`src/include/dfc_pkg.sv`:
```
`default_nettype none
package dfc_pkg;

    // ************************************************************
    // register map (word index, byte address = index * 4)
    // ************************************************************
    localparam logic [7:0]  REG_IDX_PHASE_DETECTOR  = 8'h0B;
    localparam logic [7:0]  REG_IDX_EXACT_FREQUENCY = 8'h0C;
    localparam logic [9:0]  ADDR_PHASE_DETECTOR     = {REG_IDX_PHASE_DETECTOR, 2'b00};
    localparam logic [9:0]  ADDR_EXACT_FREQUENCY    = {REG_IDX_EXACT_FREQUENCY, 2'b00};
    localparam int          REG_WIDTH               = 24;

    // ************************************************************
    // reset values
    // ************************************************************
    localparam logic [23:0] RESET_PHASE_DETECTOR    = 24'h0F_8061;
    localparam logic [23:0] RESET_EXACT_FREQUENCY   = 24'h00_0000;

    // ************************************************************
    // phase detector fields
    // ************************************************************
    localparam int          PD_DELAY_LSB            = 0;
    localparam int          PD_DELAY_MSB            = 2;
    localparam int          PD_RAISE_EN_BIT         = 5;
    localparam int          PD_LOWER_EN_BIT         = 6;
    localparam int          PD_GUARD_LSB            = 7;
    localparam int          PD_GUARD_MSB            = 8;
    localparam int          PD_RAISE_FORCE_BIT      = 9;
    localparam int          PD_LOWER_FORCE_BIT      = 10;
    localparam int          PD_PIN_LEVEL_BIT        = 22;

    // ************************************************************
    // exact frequency fields
    // ************************************************************
    localparam int          EXACT_COUNT_LSB         = 0;
    localparam int          EXACT_COUNT_MSB         = 13;
    localparam logic [13:0] EXACT_COUNT_MIN_ON      = 14'h0002;

    // cycle-slip thresholds in ps, for reference by users of the select code
    localparam int          GUARD_THRESH_1_PS       = 5400;
    localparam int          GUARD_THRESH_2_PS       = 14400;
    localparam int          GUARD_THRESH_3_PS       = 24100;

    typedef enum logic [1:0]
    {
        DFC_GUARD_OFF = 2'h0,
        DFC_GUARD_1   = 2'h1,
        DFC_GUARD_2   = 2'h2,
        DFC_GUARD_3   = 2'h3
    } dfc_guard_e;

endpackage
`default_nettype wire

```
`src/rtl/dfc_config_word.sv`:
```
`timescale 1ns/100ps
`default_nettype none
module dfc_config_word
#(
    parameter logic [23:0] RESET_VALUE = 24'h00_0000
)
(
    // clock and reset
    input  wire logic        clock_i,
    input  wire logic        reset_i,
    // write port
    input  wire logic        write_i,
    input  wire logic [3:0]  sel_i,
    input  wire logic [23:0] data_i,
    // stored value
    output logic      [23:0] value_o
);

    // three byte lanes; lane 3 has no storage
    always_ff @(posedge clock_i or posedge reset_i)
    begin
        if (reset_i)
        begin
            value_o <= RESET_VALUE;
        end
        else if (write_i)
        begin
            for (int i = 0; i < 3; i++)
            begin
                if (sel_i[i])
                begin
                    value_o[i*8 +: 8] <= data_i[i*8 +: 8];
                end
            end
        end
    end

endmodule
`default_nettype wire

```
`src/rtl/dfc_detector_exact_config.sv`:
```
`timescale 1ns/100ps
`default_nettype none
// Overview of operation
// - the phase-detector register keeps a 3-bit reset-path delay select in bits 2:0, reset to 1.
// - bit 5 enables the detector up output, default on.
// - bit 6 enables the detector down output, default on.
// - bits 8:7 choose the cycle-slip guard threshold, 0 off then 5.4, 14.4, 24.1 ns, default 0.
// - bit 9 forces the pump up output on, test use only, default 0.
// - bit 10 forces the pump down output on, test use only, default 0.
// - bit 22 picks the readback pin drive level, 0 for 1.8 V and 1 for 3.3 V, default 0.
// - the exact frequency register at index 0x0C resets to zero, leaving the mode off.
// - channel counts 0 and 1 leave exact mode off, counts 2 to 16383 switch it on.
module dfc_detector_exact_config
    import dfc_pkg::*;
(
    // clock and reset
    input  wire logic                 clock_i,
    input  wire logic                 reset_i,
    // wishbone slave
    input  wire logic                 wb_cyc_i,
    input  wire logic                 wb_stb_i,
    input  wire logic                 wb_we_i,
    input  wire logic [9:0]           wb_adr_i,
    input  wire logic [3:0]           wb_sel_i,
    input  wire logic [31:0]          wb_dat_i,
    output logic      [31:0]          wb_dat_o,
    output logic                      wb_ack_o,
    output logic                      wb_err_o,
    // detector controls
    input  wire logic                 detector_raise_i,
    input  wire logic                 detector_lower_i,
    output logic      [2:0]           detector_reset_delay_select_o,
    output logic                      pump_raise_o,
    output logic                      pump_lower_o,
    output var dfc_pkg::dfc_guard_e   cycle_slip_guard_select_o,
    output logic                      lock_or_readback_pin_level_o,
    // exact frequency mode
    output logic      [13:0]          exact_mode_channel_count_o,
    output logic                      exact_mode_enable_o
);
    import dfc_pkg::*;

    // ************************************************************
    // bus decode
    // ************************************************************
    logic        request;
    logic        hit_pd;
    logic        hit_exact;
    logic        write_pd;
    logic        write_exact;
    logic [23:0] phase_detector_config;
    logic [23:0] exact_frequency_config;

    // ack lasts one cycle; a request is ignored in the ack or err cycle only, so one held past it is taken again
    assign request     = wb_cyc_i && wb_stb_i && !wb_ack_o && !wb_err_o;
    assign hit_pd      = (wb_adr_i == ADDR_PHASE_DETECTOR);
    assign hit_exact   = (wb_adr_i == ADDR_EXACT_FREQUENCY);
    assign write_pd    = request && wb_we_i && hit_pd;
    assign write_exact = request && wb_we_i && hit_exact;

    always_ff @(posedge clock_i or posedge reset_i)
    begin
        if (reset_i)
        begin
            wb_ack_o <= 1'b0;
            wb_err_o <= 1'b0;
        end
        else
        begin
            wb_ack_o <= request && (hit_pd || hit_exact);
            wb_err_o <= request && !(hit_pd || hit_exact);
        end
    end

    always_ff @(posedge clock_i or posedge reset_i)
    begin
        if (reset_i)
        begin
            wb_dat_o <= 32'h0000_0000;
        end
        else if (request && hit_pd)
        begin
            wb_dat_o <= {8'h00, phase_detector_config};
        end
        else if (request && hit_exact)
        begin
            wb_dat_o <= {8'h00, exact_frequency_config};
        end
        else
        begin
            wb_dat_o <= 32'h0000_0000;
        end
    end

    // ************************************************************
    // register storage
    // ************************************************************
    // default delay 1
    dfc_config_word #(
        .RESET_VALUE (RESET_PHASE_DETECTOR)
    ) u_phase_detector (
        .clock_i (clock_i),
        .reset_i (reset_i),
        .write_i (write_pd),
        .sel_i   (wb_sel_i),
        .data_i  (wb_dat_i[23:0]),
        .value_o (phase_detector_config)
    );

    dfc_config_word #(
        .RESET_VALUE (RESET_EXACT_FREQUENCY)
    ) u_exact_frequency (
        .clock_i (clock_i),
        .reset_i (reset_i),
        .write_i (write_exact),
        .sel_i   (wb_sel_i),
        .data_i  (wb_dat_i[23:0]),
        .value_o (exact_frequency_config)
    );

    // ************************************************************
    // detector outputs
    // ************************************************************
    // detector inputs come from same-clock logic, no sync
    always_ff @(posedge clock_i or posedge reset_i)
    begin
        if (reset_i)
        begin
            pump_raise_o <= 1'b0;
            pump_lower_o <= 1'b0;
        end
        else
        begin
            pump_raise_o <= (detector_raise_i && phase_detector_config[PD_RAISE_EN_BIT])
                            || phase_detector_config[PD_RAISE_FORCE_BIT];
            pump_lower_o <= (detector_lower_i && phase_detector_config[PD_LOWER_EN_BIT])
                            || phase_detector_config[PD_LOWER_FORCE_BIT];
        end
    end

    assign detector_reset_delay_select_o = phase_detector_config[PD_DELAY_MSB:PD_DELAY_LSB];
    assign cycle_slip_guard_select_o     = dfc_guard_e'(phase_detector_config[PD_GUARD_MSB:PD_GUARD_LSB]);
    assign lock_or_readback_pin_level_o  = phase_detector_config[PD_PIN_LEVEL_BIT];

    // ************************************************************
    // exact frequency mode
    // ************************************************************
    assign exact_mode_channel_count_o = exact_frequency_config[EXACT_COUNT_MSB:EXACT_COUNT_LSB];

    // counts below 2 keep it off
    always_ff @(posedge clock_i or posedge reset_i)
    begin
        if (reset_i)
        begin
            exact_mode_enable_o <= 1'b0;
        end
        else
        begin
            exact_mode_enable_o <= (exact_frequency_config[EXACT_COUNT_MSB:EXACT_COUNT_LSB] >= EXACT_COUNT_MIN_ON);
        end
    end

endmodule
`default_nettype wire

```
`config.mk`:
```
export PLATFORM = sky130hd
export DESIGN_NAME = dfc_detector_exact_config
export DESIGN_NICKNAME = d
export VERILOG_FILES = /design/src/include/dfc_pkg.sv /design/src/rtl/dfc_config_word.sv /design/src/rtl/dfc_detector_exact_config.sv
export SDC_FILE = /design/constraint.sdc
export NUM_CORES = 1
export LEC_CHECK = 0
export BUFFER_PORTS_ARGS = -buffer_cell sky130_fd_sc_hd__buf_2
export CORE_UTILIZATION = 49
export DETAILED_ROUTE_END_ITERATION = 10
export PLACE_DENSITY = 0.89
export SLEW_MARGIN = 20
export SYNTH_ARGS = -nofsm -noshare
export SYNTH_HDL_FRONTEND = slang
export SYNTH_HIERARCHICAL = 1
export SYNTH_SLANG_ARGS = --single-unit
export TNS_END_PERCENT = 30
```
`constraint.sdc`:
```
create_clock -name clock_i -period 2.3 [get_ports clock_i]
set_input_delay 0.46 -clock clock_i [delete_from_list [all_inputs] [get_ports clock_i]]
set_output_delay 0.46 -clock clock_i [all_outputs]
set_load 0.02 [all_outputs]
```
==> results by group <==
Drt
  – Drt initial violations: 164
  – Remaining DRCs: 0
  – Number of antenna-violating nets in the routed design: 0
  – WL final: 6.54 mm
  – WL/cell: 16.3 um
  – Vias: 2116
  – DRT Pass-1 Iters: 5
  – DR vias/cell: 5.29

Placement
  – GPL Wtd Cong: 0.738
  – Post-detail-place hpwl: 4.40 mm
  – DP Area: 0.00359 mm2
  – # port buffers: 92

Status
  – Outcome: finished clean

Timing
  – Hold Vio Cnt, Final: 0
  – # setup viols final: 0
  – Max frequency: 558 MHz
  – Final Skew: 0.00616 ns
  – RSZ-0062 raised after global routing: no
  – Slew Viols, Final: 0
  – Period utilization: 77.9%
  – Fin Setup TNS: 0 ns
  – Min Tclk post-route: 1.79 ns

Global routing
  – GR Util All Layers: 21.9%
  – First-pass GRT wire length: 10.5 mm
  – Vias in the first global route: around 2200
  – Largest net degree at the start of global routing: 30
  – Initial antenna violation count: 0
  – Overflow after GRT: 0

Layout
  – ANT cells: 0
  – Register Area: 0.00194 mm2
  – Area of the multi-input gates: between 0.001 and 0.0015 mm2
  – Layout area overhead: 23.7%
  – Fillers: between 400 and 500
  – Util after Layout: 63.4%
  – NumNets Final: 373
  – Layout cell share with drive strength beyond 1: a little under three fifths
  – Final Cell Area: 0.00380 mm2

Power and ir drop
  – VDD IR max: 387 uV
  – Internal power: 1.98 mW
  – Gate power share: 4.9%
  – Flop pwr share: around 54%
  – Static Leak: 2.05 nW
  – Sw Share: 22.0%
  – NetSw: roughly 0.56 mW
  – Clk pwr share: 41.7%
  – PD cells: 669 mW/mm2

Floorplan
  – Die Area: 0.00659 mm2
  – Die Y: about 81 um
  – Initial Util: slightly above 50%
  – I/O pin count: 110
  – Core area: 0.00599 mm2
  – Die Width: around 81 um
  – Row cnt: 28

Worst setup path
  – CP Capture Type: flop
  – Setup Crit Path Kind: flop to flop
  – Critical path fanouts, max: 8
  – Sequence of cells on the critical path: and4bb_2 -> nand4_4 -> nor2_1 -> nand2_2 -> mux2_2
  – Crit path arrival time: 2.01 ns
  – Slowest stage delay, CP: around 0.37 ns
  – Slowest cell on the critical path: dfrtp_1
  – CP required: about 2.5 ns
  – Startpoint Class: flop

CTS
  – Post_cts resized: 0
  – Cell chosen for the clock root: clkbuf_8
  – Clk sink count: between 70 and 80
  – Setup bufs post-CTS: 0
  – Inserted Clock Buffers: 9
  – H-Tree Depth: 3
  – CTS tree: built
  – Hold buffers post-CTS: 0
  – Max Buffers Root-to-Sink: 2
  – Clk Latency, worst-skew pair: roughly 0.34 ns
  – Clock transition at the registers of the reported paths: 0.08 ns

Yosys
  – Post-synth top flop: dfrtp_1
  – Synth Area in Adders: 0%
  – Post-synthesis simple-gate area fraction: 8.76%
  – Async set or reset register ratio after synthesis: 100%
  – Most numerous cell in the Yosys netlist: dfrtp_1
  – Main combinational cell family by area after synthesis: multiplexers
  – Synth Register Bits: between 70 and 80
  – Post-synthesis mux area share: 17.6%
  – Post-synth EDFFs: 0
  – Syn avg cell area: 14.0 um2
  – Synth cell count leaders: 69 x dfrtp_1, 48 x mux2_2, 30 x nor2_1, 24 x a22oi_1
  – Ys Warns: 6
  – Mapped Cells: approximately 220
  – Post-synthesis cell area: 0.00307 mm2
  – Top cells by area, synth: dfrtp_1 56%, mux2_2 18%, dfstp_2 6.8%, a22oi_1 5.9%, nor2_1 3.7%
  – Sequential fraction of the synthesis area: 63.1%
  – Post-synthesis xor/xnor area fraction: 0%
  – Largest area contributor in the netlist: dfrtp_1
  – Yosys cell types: 23
  – Post-synthesis compound-gate area fraction: 6.60%
  – Post-synth top area share: 56.2%

Job
  – Max cap viols: 0

Hold path
  – Hold Crit Class: primary input to async pin
-- metrics by stage --
stage / hold WS, ns / std cells / worst slack [ns] / power (mW)
floorplan: 0.444 / 226 / 0.477 / 1.45
global placement: 0.462 / 384 / 0.284 / 1.51
detailed placement: 0.467 / 384 / 0.245 / 1.51
CTS: 0.181 / 400 / 0.492 / 2.56
global route: 0.199 / 400 / 0.408 / 2.64
finish: 0.185 / 400 / 0.507 / 2.54
-- critical path, delay by kind of cell (launching register included) --
family / cells / cell delay [ns]
flops: 1 / 0.37
simple gates: 4 / 0.96
mux: 1 / 0.33
-- final cells by class --
cell class / count / area share (%)
Sequential cell: 77 / 51.0
Multi-Input combinational cell: 131 / 27.4
Tap cell: 75 / 2.47
Clock buffer: 12 / 4.35
Clock inverter: 4 / 1.19
Inverter: 3 / 0.296
Timing Repair Buffer: 98 / 13.3
-- layer usage --
metal / vias to the layer above / track usage (%) / share of wire (%)
met3: 15 / 5.62 / 6.4
met4: 0 / 9.82 / 1.7
met2: 83 / 36.6 / 50
met5: - / 0 / 0
li1: 962 / - / -
met1: 1056 / 26.8 / 42
-- kinds of logic (layout without fill, tap and decap cells) --
logic type | count (synthesis) | after routing
compound gates | 27 | 27
buf+inv | 18 | 117
flops | 77 | 77
mux | 48 | 48
other cells | 1 | 8
simple gates | 48 | 48
-- state kept, by name, summed over array words and instances (netlist names) --
register                   count
exact_mode_enable_o            1
pump_lower_o                   1
pump_raise_o                   1
u_exact_frequency/value_o     24
u_phase_detector/value_o      24
wb_ack_o                       1
wb_dat_o                      24
wb_err_o                       1
-- path summary, 6_finish.rpt --
path                                                              start                                   endpoint  slack, ns  cells past startpoint
worst max-delay path                                 wb_ack_o$_DFF_PP0_  u_exact_frequency/value_o[13]$_DFFE_PP0P_       0.51                      5
max in group asynchronous                                       reset_i                         wb_err_o$_DFF_PP0_       1.80                      3
min in group clock_i                                   detector_raise_i                     pump_raise_o$_DFF_PP0_       0.32                      2
worst min register to register  u_phase_detector/value_o[9]$_DFFE_PP0P_                     pump_raise_o$_DFF_PP0_       0.48                      1
worst max register to register                       wb_ack_o$_DFF_PP0_  u_exact_frequency/value_o[13]$_DFFE_PP0P_       0.51                      5
worst min-delay path                                            reset_i   u_phase_detector/value_o[21]$_DFFE_PP0P_       0.19                      3
-- power groups by stage --
stage                     Combinational [mW]  Sequential [mW]  Clock, mW
after floorplan                       0.0634             1.39          0
after global placement                 0.123             1.38          0
after detailed placement               0.126             1.38          0
after CTS                              0.127             1.36       1.08
after global routing                   0.138             1.36       1.14
final                                  0.123             1.36       1.06
-- cells in the final DEF (no fill, tap or decap) --
| cell | Yosys | routed |
|---|---|---|
| nand4_4 | 1 | 1 |
| nor4_4 | 1 | 1 |
| nand2_1 | 2 | 2 |
| nor3b_4 | 1 | 1 |
| and4bb_2 | 1 | 1 |
| a21o_1 | 2 | 2 |
| nor2_1 | 30 | 30 |
| buf_4 | 8 | 6 |
| nand4_1 | 1 | 1 |
| o21a_1 | 1 | 1 |
| and3b_1 | 1 | 1 |
| dfrtp_1 | 69 | 69 |
| bufinv_16 | 0 | 1 |
| clkbuf_8 | 0 | 12 |
| nand3_1 | 1 | 1 |
| mux2_2 | 48 | 48 |
| nor4_1 | 2 | 2 |
| conb_1 | 1 | 8 |
| nor3_1 | 1 | 1 |
| buf_2 | 5 | 92 |
| inv_1 | 3 | 3 |
| nand2_2 | 6 | 6 |
| clkinv_2 | 0 | 3 |
| a22oi_1 | 24 | 24 |
| dfstp_2 | 8 | 8 |
(Power assumes the default switching activity.)
